File: src/hdl/wvo_consts.svh
// Register offsets, field positions, reset values and timing counts of the waveform offset bank.
`ifndef WVO_CONSTS_SVH
`define WVO_CONSTS_SVH

`define WVO_ADDR_POS_SUSTAIN   8'h0E
`define WVO_ADDR_NEG_SUSTAIN   8'h0F
`define WVO_ADDR_BRAKE         8'h10
`define WVO_ADDR_A2V_CTRL      8'h11

`define WVO_RST_POS_SUSTAIN    8'h00
`define WVO_RST_NEG_SUSTAIN    8'h00
`define WVO_RST_BRAKE          8'h00
`define WVO_RST_PEAK_WINDOW    2'h1
`define WVO_RST_LOWPASS        2'h1
`define WVO_RST_PEAK_MS        8'h14

`define WVO_PEAK_LSB           2
`define WVO_PEAK_MSB           3
`define WVO_LPF_LSB            0
`define WVO_LPF_MSB            1

`define WVO_STEP_MS            5
`define WVO_CLK_PERIOD_NS      5
`define WVO_STEP_CYCLES        ((`WVO_STEP_MS * 1000000) / `WVO_CLK_PERIOD_NS)

`define WVO_PEAK_MS_BASE       8'h0A
`define WVO_LPF_HZ_0           8'h64
`define WVO_LPF_HZ_1           8'h7D
`define WVO_LPF_HZ_2           8'h96
`define WVO_LPF_HZ_3           8'hC8

`define WVO_LEN_MAX            16'hFFFF

`endif

File: src/hdl/wvo_pkg.sv
// Types shared by the waveform offset bank.
package wvo_pkg;

	// Segment classes, one-hot.
	typedef enum logic [4:0] {
		WVO_SEG_IDLE      = 5'b00001,
		WVO_SEG_OVERDRIVE = 5'b00010,
		WVO_SEG_POS       = 5'b00100,
		WVO_SEG_NEG       = 5'b01000,
		WVO_SEG_BRAKE     = 5'b10000
	} wvo_seg_t;

	// One waveform segment as offered by the playback engine.
	typedef struct packed {
		logic signed [7:0] level;
		logic signed [7:0] wave_max;
		logic signed [7:0] wave_min;
		logic [15:0]       len;
	} wvo_seg_req_t;

	// Register access request; reads use addr only, writes also use wdata.
	typedef struct packed {
		logic [7:0] addr;
		logic [7:0] wdata;
	} wvo_reg_req_t;

endpackage

File: src/hdl/wvo_offset_bank.sv
// Waveform timing offset registers, segment duration adjuster and audio_vibe_control.
//
// Contract
// - Positive sustain segment length changes by signed positive offset times 5 ms.
// - Any positive level not in overdrive counts as positive sustain.
// - Negative sustain segment length changes by signed negative offset times 5 ms.
// - Negative sustain offset is two's complement, extending or shortening.
// - Any negative level not in braking counts as negative sustain.
// - Braking segment length changes by signed brake offset times 5 ms.
// - Braking segment is the portion holding the most negative level.
// - Brake offset acts only in open loop; closed loop ignores it.
// - Peak window field bits 3-2 selects 10/20/30/40 ms, reset code 1.
// - Lowpass field bits 1-0 selects 100/125/150/200 Hz, reset code 1.
// - Overdrive segment is the portion holding the maximum level.
`timescale 1ns/1ps
`include "wvo_consts.svh"

module wvo_offset_bank #(
	parameter int STEP_CYCLES = `WVO_STEP_CYCLES
) (
	input  wire logic                  clk,
	input  wire logic                  nrst,
	input  wire logic                  reg_wr,
	input  wire logic                  reg_rd,
	input  wire wvo_pkg::wvo_reg_req_t reg_req,
	output logic [7:0]                 reg_rdata,
	input  wire logic                  closed_loop,
	input  wire logic                  seg_valid,
	input  wire wvo_pkg::wvo_seg_req_t seg_req,
	output logic                       adj_valid,
	output wvo_pkg::wvo_seg_t          adj_class,
	output logic [15:0]                adj_len,
	output logic [35:0]                adj_cycles,
	output logic [1:0]                 a2v_peak_window,
	output logic [1:0]                 a2v_lowpass_select,
	output logic [7:0]                 a2v_peak_ms,
	output logic [7:0]                 a2v_lowpass_hz
);
	import wvo_pkg::*;

	logic [7:0]        pos_sustain_offset_r;
	logic [7:0]        neg_sustain_offset_r;
	logic [7:0]        brake_time_offset_r;
	logic [1:0]        peak_window_r;
	logic [1:0]        lowpass_r;
	wvo_seg_t          class_nxt;
	logic signed [7:0] offset_nxt;
	logic signed [17:0] sum_nxt;
	logic [15:0]       len_nxt;

	// Offset registers, written by the register port.
	always_ff @(posedge clk or negedge nrst) begin
		if (!nrst) begin
			pos_sustain_offset_r <= `WVO_RST_POS_SUSTAIN;
			neg_sustain_offset_r <= `WVO_RST_NEG_SUSTAIN;
			brake_time_offset_r  <= `WVO_RST_BRAKE;
		end else if (reg_wr) begin
			if (reg_req.addr == `WVO_ADDR_POS_SUSTAIN) begin
				pos_sustain_offset_r <= reg_req.wdata;
			end
			if (reg_req.addr == `WVO_ADDR_NEG_SUSTAIN) begin
				neg_sustain_offset_r <= reg_req.wdata;
			end
			if (reg_req.addr == `WVO_ADDR_BRAKE) begin
				brake_time_offset_r <= reg_req.wdata;
			end
		end
	end

	// Audio_vibe_control fields; the upper nibble is not stored.
	always_ff @(posedge clk or negedge nrst) begin
		if (!nrst) begin
			peak_window_r <= `WVO_RST_PEAK_WINDOW;
			lowpass_r     <= `WVO_RST_LOWPASS;
		end else if (reg_wr && reg_req.addr == `WVO_ADDR_A2V_CTRL) begin
			peak_window_r <= reg_req.wdata[`WVO_PEAK_MSB:`WVO_PEAK_LSB];
			lowpass_r     <= reg_req.wdata[`WVO_LPF_MSB:`WVO_LPF_LSB];
		end
	end

	// Read data is registered; unmapped offsets and reserved bits read zero.
	always_ff @(posedge clk or negedge nrst) begin
		if (!nrst) begin
			reg_rdata <= 8'h00;
		end else if (reg_rd) begin
			unique case (reg_req.addr)
				`WVO_ADDR_POS_SUSTAIN: reg_rdata <= pos_sustain_offset_r;
				`WVO_ADDR_NEG_SUSTAIN: reg_rdata <= neg_sustain_offset_r;
				`WVO_ADDR_BRAKE:       reg_rdata <= brake_time_offset_r;
				`WVO_ADDR_A2V_CTRL:    reg_rdata <= {4'h0, peak_window_r, lowpass_r};
				default:               reg_rdata <= 8'h00;
			endcase
		end
	end

	// Classify the offered segment and pick the offset that applies to it.
	always_comb begin
		class_nxt  = WVO_SEG_IDLE;
		offset_nxt = 8'sh00;
		if (seg_req.level == seg_req.wave_max && seg_req.level > 8'sh00) begin
			class_nxt = WVO_SEG_OVERDRIVE;
		end else if (seg_req.level == seg_req.wave_min && seg_req.level < 8'sh00) begin
			class_nxt = WVO_SEG_BRAKE;
			offset_nxt = closed_loop ? 8'sh00 : $signed(brake_time_offset_r);
		end else if (seg_req.level > 8'sh00) begin
			class_nxt  = WVO_SEG_POS;
			offset_nxt = $signed(pos_sustain_offset_r);
		end else if (seg_req.level < 8'sh00) begin
			class_nxt  = WVO_SEG_NEG;
			offset_nxt = $signed(neg_sustain_offset_r);
		end
	end

	// Signed sum of length and offset, clamped at zero and at full scale.
	always_comb begin
		sum_nxt = $signed({2'b00, seg_req.len}) + 18'(offset_nxt);
		if (sum_nxt < 18'sh00000) begin
			len_nxt = 16'h0000;
		end else if (sum_nxt > $signed({2'b00, `WVO_LEN_MAX})) begin
			len_nxt = `WVO_LEN_MAX;
		end else begin
			len_nxt = sum_nxt[15:0];
		end
	end

	// Adjusted segment result, one cycle after the request.
	always_ff @(posedge clk or negedge nrst) begin
		if (!nrst) begin
			adj_valid  <= 1'b0;
			adj_class  <= WVO_SEG_IDLE;
			adj_len    <= 16'h0000;
			adj_cycles <= 36'h000000000;
		end else begin
			adj_valid <= seg_valid;
			if (seg_valid) begin
				adj_class <= class_nxt;
				adj_len    <= len_nxt;
				adj_cycles <= 36'(len_nxt) * 36'(STEP_CYCLES);
			end
		end
	end

	// Decoded audio-to-vibe settings for the signal path.
	always_ff @(posedge clk or negedge nrst) begin
		if (!nrst) begin
			a2v_peak_window    <= `WVO_RST_PEAK_WINDOW;
			a2v_lowpass_select <= `WVO_RST_LOWPASS;
			a2v_peak_ms        <= `WVO_RST_PEAK_MS;
			a2v_lowpass_hz     <= `WVO_LPF_HZ_1;
		end else begin
			a2v_peak_window    <= peak_window_r;
			a2v_lowpass_select <= lowpass_r;
			// window of 10 ms per code step.
			a2v_peak_ms <= 8'(({6'h00, peak_window_r} + 8'h01) * `WVO_PEAK_MS_BASE);
			unique case (lowpass_r)
				2'h0: a2v_lowpass_hz <= `WVO_LPF_HZ_0;
				2'h1: a2v_lowpass_hz <= `WVO_LPF_HZ_1;
				2'h2: a2v_lowpass_hz <= `WVO_LPF_HZ_2;
				2'h3: a2v_lowpass_hz <= `WVO_LPF_HZ_3;
			endcase
		end
	end

	// Checks on the adjuster and control decode.
	a_pos_sustain: assert property (@(posedge clk) disable iff (!nrst)
		seg_valid && class_nxt == WVO_SEG_POS && seg_req.len >= 16'h0100 && seg_req.len <= 16'hFE00
		|=> adj_len == 16'($past(seg_req.len) + {{8{$past(pos_sustain_offset_r[7])}}, $past(pos_sustain_offset_r)}))
		else $error("positive sustain length wrong");
	a_pos_class: assert property (@(posedge clk) disable iff (!nrst)
		seg_valid && seg_req.level > 8'sh00 && seg_req.level != seg_req.wave_max |=> adj_class == WVO_SEG_POS)
		else $error("positive level misclassified");
	a_neg_sustain: assert property (@(posedge clk) disable iff (!nrst)
		seg_valid && class_nxt == WVO_SEG_NEG && seg_req.len >= 16'h0100 && seg_req.len <= 16'hFE00
		|=> adj_len == 16'($past(seg_req.len) + {{8{$past(neg_sustain_offset_r[7])}}, $past(neg_sustain_offset_r)}))
		else $error("negative sustain length wrong");
	a_neg_shorten: assert property (@(posedge clk) disable iff (!nrst)
		seg_valid && class_nxt == WVO_SEG_NEG && neg_sustain_offset_r[7] && seg_req.len > 16'h0080
		|=> adj_len < $past(seg_req.len))
		else $error("negative offset did not shorten");
	a_neg_class: assert property (@(posedge clk) disable iff (!nrst)
		seg_valid && seg_req.level < 8'sh00 && seg_req.level != seg_req.wave_min
		&& seg_req.level != seg_req.wave_max |=> adj_class == WVO_SEG_NEG)
		else $error("negative level misclassified");
	a_brake_open: assert property (@(posedge clk) disable iff (!nrst)
		seg_valid && class_nxt == WVO_SEG_BRAKE && !closed_loop && seg_req.len >= 16'h0100
		&& seg_req.len <= 16'hFE00
		|=> adj_len == 16'($past(seg_req.len) + {{8{$past(brake_time_offset_r[7])}}, $past(brake_time_offset_r)}))
		else $error("brake length wrong");
	a_brake_class: assert property (@(posedge clk) disable iff (!nrst)
		seg_valid && seg_req.level < 8'sh00 && seg_req.level == seg_req.wave_min |=> adj_class == WVO_SEG_BRAKE)
		else $error("brake segment misclassified");
	a_brake_closed: assert property (@(posedge clk) disable iff (!nrst)
		seg_valid && class_nxt == WVO_SEG_BRAKE && closed_loop |=> adj_len == $past(seg_req.len))
		else $error("brake offset applied in closed loop");
	a_peak_window: assert property (@(posedge clk) disable iff (!nrst)
		reg_wr && reg_req.addr == `WVO_ADDR_A2V_CTRL
		|-> ##2 a2v_peak_ms == 8'h0A * (8'($past(reg_req.wdata[3:2], 2)) + 8'h01))
		else $error("peak window decode wrong");
	a_lowpass: assert property (@(posedge clk) disable iff (!nrst)
		reg_wr && reg_req.addr == `WVO_ADDR_A2V_CTRL && reg_req.wdata[1:0] == 2'h3 |-> ##2 a2v_lowpass_hz == 8'hC8)
		else $error("lowpass decode wrong");
	a_overdrive: assert property (@(posedge clk) disable iff (!nrst)
		seg_valid && seg_req.level > 8'sh00 && seg_req.level == seg_req.wave_max
		|=> adj_class == WVO_SEG_OVERDRIVE && adj_len == $past(seg_req.len))
		else $error("overdrive segment mishandled");
	a_clamp_zero: assert property (@(posedge clk) disable iff (!nrst)
		seg_valid && class_nxt == WVO_SEG_POS && pos_sustain_offset_r == 8'h80 && seg_req.len < 16'h0080
		|=> adj_len == 16'h0000)
		else $error("negative length not clamped");

	c_pos_seg: cover property (@(posedge clk) disable iff (!nrst) adj_valid && adj_class == WVO_SEG_POS);
	c_brake_open: cover property (@(posedge clk) disable iff (!nrst)
		seg_valid && class_nxt == WVO_SEG_BRAKE && !closed_loop);
	c_clamp: cover property (@(posedge clk) disable iff (!nrst) seg_valid && sum_nxt < 18'sh00000);
	c_a2v_write: cover property (@(posedge clk) disable iff (!nrst) reg_wr && reg_req.addr == `WVO_ADDR_A2V_CTRL);

endmodule

File: config.mk
export PLATFORM = sky130hd
export DESIGN_NAME = wvo_offset_bank
export DESIGN_NICKNAME = d
export VERILOG_FILES = /design/src/hdl/wvo_pkg.sv /design/src/hdl/wvo_offset_bank.sv
export VERILOG_INCLUDE_DIRS = /design/src /design/src/hdl
export SDC_FILE = /design/constraint.sdc
export NUM_CORES = 1
export LEC_CHECK = 0
export BUFFER_PORTS_ARGS = -buffer_cell sky130_fd_sc_hd__buf_2
export CAP_MARGIN = 20
export CORE_UTILIZATION = 50
export DETAILED_ROUTE_END_ITERATION = 7
export GPL_ROUTABILITY_DRIVEN = 0
export GPL_TIMING_DRIVEN = 0
export MAX_ROUTING_LAYER = met4
export PLACE_DENSITY_LB_ADDON = 0.25
export RECOVER_POWER = 100
export SKIP_CTS_REPAIR_TIMING = 1
export SLEW_MARGIN = 10
export SYNTH_ARGS = -nofsm -noshare
export SYNTH_HDL_FRONTEND = slang
export SYNTH_SLANG_ARGS = --single-unit
File: constraint.sdc
create_clock -name clk -period 10.52 [get_ports clk]
set_input_delay 2.104 -clock clk [delete_from_list [all_inputs] [get_ports clk]]
set_output_delay 2.104 -clock clk [all_outputs]
set_load 0.02 [all_outputs]
==> impl_results.md, run 1 <==
* Outcome: complete, but fails checks
* Failing checks: capacitance limit, slew limit
* Worst Tran Pin Value at 3.90 ns
* Worst Path Buf+Inv at 4
* CP startpoint kind: input port
* Antenna violations before repair at 1
* Yosys top cell by area: dfrtp_1
* Fraction of layout cells with a size suffix above 1 at 22.0%
* Largest net degree at the start of global routing at 75
* Hold_ws at 0.444 ns
* # H-tree levels at 3
* Routed WL at 20.3 mm
* CP max stage cell: fa_1
* DR DRC count at 0
* CTS tree: done
* CP endpoint kind: flop
* Vias after detailed routing at 6,802
* Die Ht at 136 um
* Most common cell after layout, fill and taps aside: ha_1
* Critical path's top delay family: adder cells
* Worst setup margin at 0.363 ns
* Placed inst area at 10,100 um^2
* TritonCTS Sinks at 102
* # setup viols final at 0
* Clk_lat worst skew at 0.37 ns
* Adder-Cell Fraction of Synth Area at 29.0%
* Die footprint at 18,600 um^2
* Most frequent cells in the layout: ha_1, inv_1, clkbuf_1, dfrtp_1, mux2_2
* # nets final at 1,267
* Worst Skew at 0.0152 ns
* Port Buf Inserts at 138
* Row count at 48
* Worst path max stage delay at 0.58 ns
* Final cycle utilization of the critical path at 96.5%
* Async SR Flop Fraction at 100%
* Clock Root Buffer: clkbuf_16
* Relative slew slack at -160%
* Arrival time at the worst endpoint at 10.41 ns
* Top cell type's share of synthesized area at 24.9%
* Power after layout at 3.80 mW
* DR vias/cell at 5.40
* Xor and xnor area share after synthesis at 4.75%
* FF+latch count, synth at 102
* Inserted Clock Buffers at 9
* Synthesis Warnings at 0
* Worst Path Class, Setup: input port to flop
* Mapped Area at 9030 um^2
* Drt first-iter violations at 359
* Req. time, crit path at 10.78 ns
* Layout Area Growth over Synthesis at 16.3%
* Final antenna-violating net count at 0
* Distinct cells, synth at 68
* DP HPWL at 16.3 mm
* Pre-CTS WS at -1.13 ns
* Post-synthesis mux area share at 8.75%
* Placed cell count at 1,227
* Register area share after synthesis at 28.4%
* Initial Utilization at 51.7%
* Clk buf depth at 2
* Worst hold path class: flop to flop
* Power density over the cells at 361 nW/um^2
* Finished Layout Cells at 1,260
* Vias in the first global route at 6,746
* Die X at 136 um
* Syn_area_per_cell at 10.6 um^2
* Fmax at 98.5 MHz
* Most frequent CP cell: fa_1
* Crit Path Max Fanout at 10
* Main combinational cell family by area after synthesis: adder cells
* Total grt overflow at 0
* Max Cap Viol at 2
* Design area at 10,500 um^2
* TNS Setup at 0 ns
* Dominant synthesized flop cell: dfrtp_1
* Tmin final at 10.16 ns
* Pins Over Slew Limit at 105
* Synthesized instance count at 855
* Drt pass-1 iters at 8
* Overall Global Routing Usage at 23.8%
* P_leak at 5.13 nW
* Number of synthesized flops with an enable pin at 0
* Final Hold Vio Count at 0
* I/O pins at 148
* Global-route wire length before repair at 33.4 mm
* Max VDD drop at 0.000398 V
* Synth Area in Simple Gates at 8.96%
* Utilization after layout at 60.1%
* Worst-path clk slew at 0.09 ns
* Complex-gate fraction of the synthesized area at 12.9%
* Top post-synthesis cells by area: dfrtp_1, ha_1, fa_1
* Core ar. at 17,500 um^2
* Fill count at 1,486
* Wire length per cell at 16.1 um
## flip-flops by register name, summed over array words and instances, names as in the netlist
register and cells:
a2v_lowpass_hz 8, a2v_lowpass_select 2, a2v_peak_ms 5, a2v_peak_window 2, adj_class 5, adj_cycles 27
adj_len 16, adj_valid 1, brake_time_offset_r 8, lowpass_r 2, neg_sustain_offset_r 8, peak_window_r 2
pos_sustain_offset_r 8, reg_rdata 8
## final cells by class
class	count	area, um^2	share of cell area, %
diodes	1	2.50	0.0238
inverters	118	443	4.21
flip-flops and latches	102	2570	24.4
plain buffers	34	209	1.99
clock buffers	10	239	2.27
multi-input cells	607	5980	56.9
clock inverters	6	61.3	0.583
well taps	225	282	2.68
repair buffers	157	726	6.90
## final timing paths
path	startpoint	to	slack, ns	cells past startpoint
max	seg_req[37]	adj_cycles[33]$_DFFE_PN0P_	0.36	34
min	peak_window_r[0]$_DFFE_PN1P_	a2v_peak_window[0]$_DFF_PN1_	0.44	0
max reg2reg	brake_time_offset_r[0]$_DFFE_PN0P_	adj_cycles[33]$_DFFE_PN0P_	2.76	29
min reg2reg	peak_window_r[0]$_DFFE_PN1P_	a2v_peak_window[0]$_DFF_PN1_	0.44	0
max in group asynchronous	nrst	pos_sustain_offset_r[6]$_DFFE_PN0P_	3.96	2
min in group asynchronous	nrst	adj_cycles[22]$_DFFE_PN0P_	2.13	1
## power by group
part           switching (mW)  internal, mW  total, mW  leakage [nW]
combinational            1.62          1.31       2.93          3.73
clock                   0.175         0.173      0.348         0.144
sequential             0.0383         0.485      0.523          1.26
## cell usage after synthesis (5+ instances only)
master    count
buf_4        13
nor3_1        8
nand4_1       6
a31oi_1       6
nor2_1       43
o21ai_0      19
inv_1       118
o22ai_1       6
buf_1         5
a222oi_1      7
nand2_1      18
mux2i_1       7
nand3_1      14
clkbuf_1     13
a21o_1       17
and3_1       11
mux2_2       60
a221oi_1     11
nor4_1        7
dfstp_2      12
ha_1        120
xnor2_1      22
xor2_1       27
a211oi_1     10
o21ai_1       5
o21a_1        5
a21oi_1      27
dfrtp_1      90
or4_1         5
a21oi_2      13
fa_1         56
## routing by layer
metal / vias up / share of wire [%] / GRT usage, %
met1: 3276 / 43 / 28.4
met2: 167 / 49 / 39.7
met3: 24 / 5.5 / 5.29
met5: - / 0 / -
li1: 3335 / - / -
met4: 0 / 2.1 / 7.59
## cells by family (layout without fill, tap and decap cells)
family / count (synthesis) / after routing
flops: 102 / 102
compound gates: 160 / 160
other cells: 1 / 9
buf+inv: 153 / 325
fa+ha+maj: 176 / 176
xor+xnor: 49 / 49
mux: 70 / 70
simple gates: 144 / 144
Note: power is estimated with default switching activity, not from simulation.
==> run 2: changes to the inputs <==
- CORE_UTILIZATION: 50 -> 58
- TNS_END_PERCENT: default -> 50
==> run 2 against run 1 <==
  * The run still ends with capacitance limit, slew limit left
  * Sequential share of layout area about the same
  * Worst setup slack got worse by 0.081 ns
  * Combinational power increased by 2%
  * Via count increased by 2.2%
==> impl_results.md, run 2 (synthesis results as in run 1) <==
* Port Buf Inserts at 138 (unchanged)
* # setup viols final at 0 (unchanged)
* Pre-CTS WS at -1.16 ns (-0.0274 ns)
* # H-tree levels at 3 (unchanged)
* Grt met2 use at 45.5% (+5.8 points)
* Drt first-iter violations at 402 (+12%)
* Crit Path Max Fanout at 8 (-2)
* CP endpoint kind: flop
* Initial Utilization at 59.4% (+7.7 points)
* # nets final at 1,264 (-0.24%)
* Tmin final at 10.24 ns (+0.0813 ns)
* Worst Skew at 0.00976 ns (-0.00544 ns)
* Worst setup margin at 0.282 ns (-0.0813 ns)
* CP max stage cell: fa_1
* Antenna violations before repair at 1 (unchanged)
* Inserted Clock Buffers at 9 (unchanged)
* Worst Path Class, Setup: input port to flop
* Power density over the cells at 366 nW/um^2 (+1.4%)
* TritonCTS Sinks at 102 (unchanged)
* CTS tree: done
* Biggest regs: adj_cycles x27, adj_len x16
* Worst Tran Pin Value at 3.10 ns (-0.798 ns)
* Fmax at 97.7 MHz (-0.79%)
* Hold_ws at 0.458 ns (+0.0143 ns)
* Die X at 127 um (-7.0%)
* Total grt overflow at 0 (unchanged)
* Drt pass-1 iters at 5 (-3)
* Max VDD drop at 0.000363 V (-8.8%)
* Vias after detailed routing at 6,951 (+2.2%)
* Most frequent cells in the layout: ha_1, inv_1, clkbuf_1, dfrtp_1
* Failing checks: capacitance limit, slew limit
* Max reg flops at 27 (unchanged)
* DR vias/cell at 5.70 (+5.5%)
* Clock Root Buffer: clkbuf_16
* Clk_lat worst skew at 0.37 ns (about the same)
* Die footprint at 16,100 um^2 (-14%)
* I/O pins at 148 (unchanged)
* Overall Global Routing Usage at 26.9% (+3.2 points)
* Outcome: complete, but fails checks
* Largest net degree at the start of global routing at 60 (-20%)
* Routed WL at 20.9 mm (+3.2%)
* P_leak at 5.15 nW (+0.29%)
* Hold path depth at 0 (unchanged)
* Final cycle utilization of the critical path at 97.3% (+0.77 points)
* Most common cell after layout, fill and taps aside: ha_1
* Max Cap Viol at 2 (unchanged)
* Global-route wire length before repair at 33.1 mm (-0.76%)
* Final Hold Vio Count at 0 (unchanged)
* Layout Area Growth over Synthesis at 16.4% (about the same)
* Met1 GRT Util at 32.0% (+3.7 points)
* Global route hottest layer: met2
* Most frequent CP cell: fa_1
* Arrival time at the worst endpoint at 10.49 ns (+0.08 ns)
* Core ar. at 15,200 um^2 (-13%)
* Reg2reg path depth at 29 (unchanged)
* CP startpoint kind: input port
* Vias in the first global route at 6,795 (+0.73%)
* Worst-path clk slew at 0.08 ns (about the same)
* Fraction of layout cells with a size suffix above 1 at 22.0% (+0.064 points)
* Row count at 45 (-6.3%)
* Relative slew slack at -107% (+53 points)
* Clk buf depth at 2 (unchanged)
* Final antenna-violating net count at 0 (unchanged)
* DP HPWL at 16.1 mm (-0.81%)
* Req. time, crit path at 10.77 ns (about the same)
* Multi-input gate area at 6020 um^2 (+0.67%)
* Wire length per cell at 17.2 um (+6.6%)
* DR DRC count at 0 (unchanged)
* RSZ-0062 raised after global routing: yes
* Met3 usage at 5.86% (+0.57 points)
* Biggest register: adj_cycles
* Pins Over Slew Limit at 105 (unchanged)
* Worst path max stage delay at 0.58 ns (about the same)
* Die Ht at 127 um (-7.0%)
* Reg area at 2570 um^2 (unchanged)
* Worst hold path class: flop to flop
* Fill count at 1,162 (-22%)
-- run 2: per-layer routing --
layer	wire (um)	share of wire, %	up-vias
li1	-	-	3321
met1	8780	42	3370
met2	10500	50	220
met3	1150	5.5	40
met4	484	2.3	0
met5	0	0	-
-- run 2: worst paths after layout --
check	slack (ns)	start	endpoint
max	0.28	seg_req[37]	adj_cycles[33]$_DFFE_PN0P_
min	0.46	peak_window_r[0]$_DFFE_PN1P_	a2v_peak_window[0]$_DFF_PN1_
max reg2reg	2.71	brake_time_offset_r[0]$_DFFE_PN0P_	adj_cycles[33]$_DFFE_PN0P_
min reg2reg	0.46	peak_window_r[0]$_DFFE_PN1P_	a2v_peak_window[0]$_DFF_PN1_
max in group asynchronous	4.27	nrst	brake_time_offset_r[4]$_DFFE_PN0P_
min in group asynchronous	2.41	nrst	adj_cycles[27]$_DFFE_PN0P_
-- run 2: through the flow --
stage	instances	instance area, um^2	utilization, %	TNS, ns	power (mW)
global placement	1188	9990	65.7	-8.57	3.29
detailed placement	1190	10000	66.0	-10.77	3.35
finish	1220	10500	69.2	0	3.85
floorplan	862	9060	-	0	2.76
CTS	1206	10400	68.1	-4.97	3.73
global route	1220	10500	69.2	-0.171	4.26
-- run 2: worst max-delay path: cells and delay by family --
kind,cells,cell delay (ns)
simple gates,7,1.17
mux,1,0.26
buf+inv,4,0.41
xor+xnor,1,0.20
fa+ha+maj,9,3.78
compound gates,12,2.54
-- run 2: report_power, final --
| part | switching, mW | internal (mW) | total [mW] |
|---|---|---|---|
| clock | 0.183 | 0.174 | 0.356 |
| combinational | 1.65 | 1.32 | 2.98 |
| sequential | 0.0375 | 0.485 | 0.522 |
-- run 2: area by class of cell --
| class | count | area share [%] |
|---|---|---|
| clock inverter | 7 | 0.892 |
| antenna | 1 | 0.0238 |
| tap | 188 | 2.24 |
| buffer | 34 | 1.99 |
| clock buffer | 9 | 2.14 |
| timing repair buffer | 154 | 6.85 |
| sequential | 102 | 24.4 |
| multi-input combinational | 607 | 57.3 |
| inverter | 118 | 4.21 |
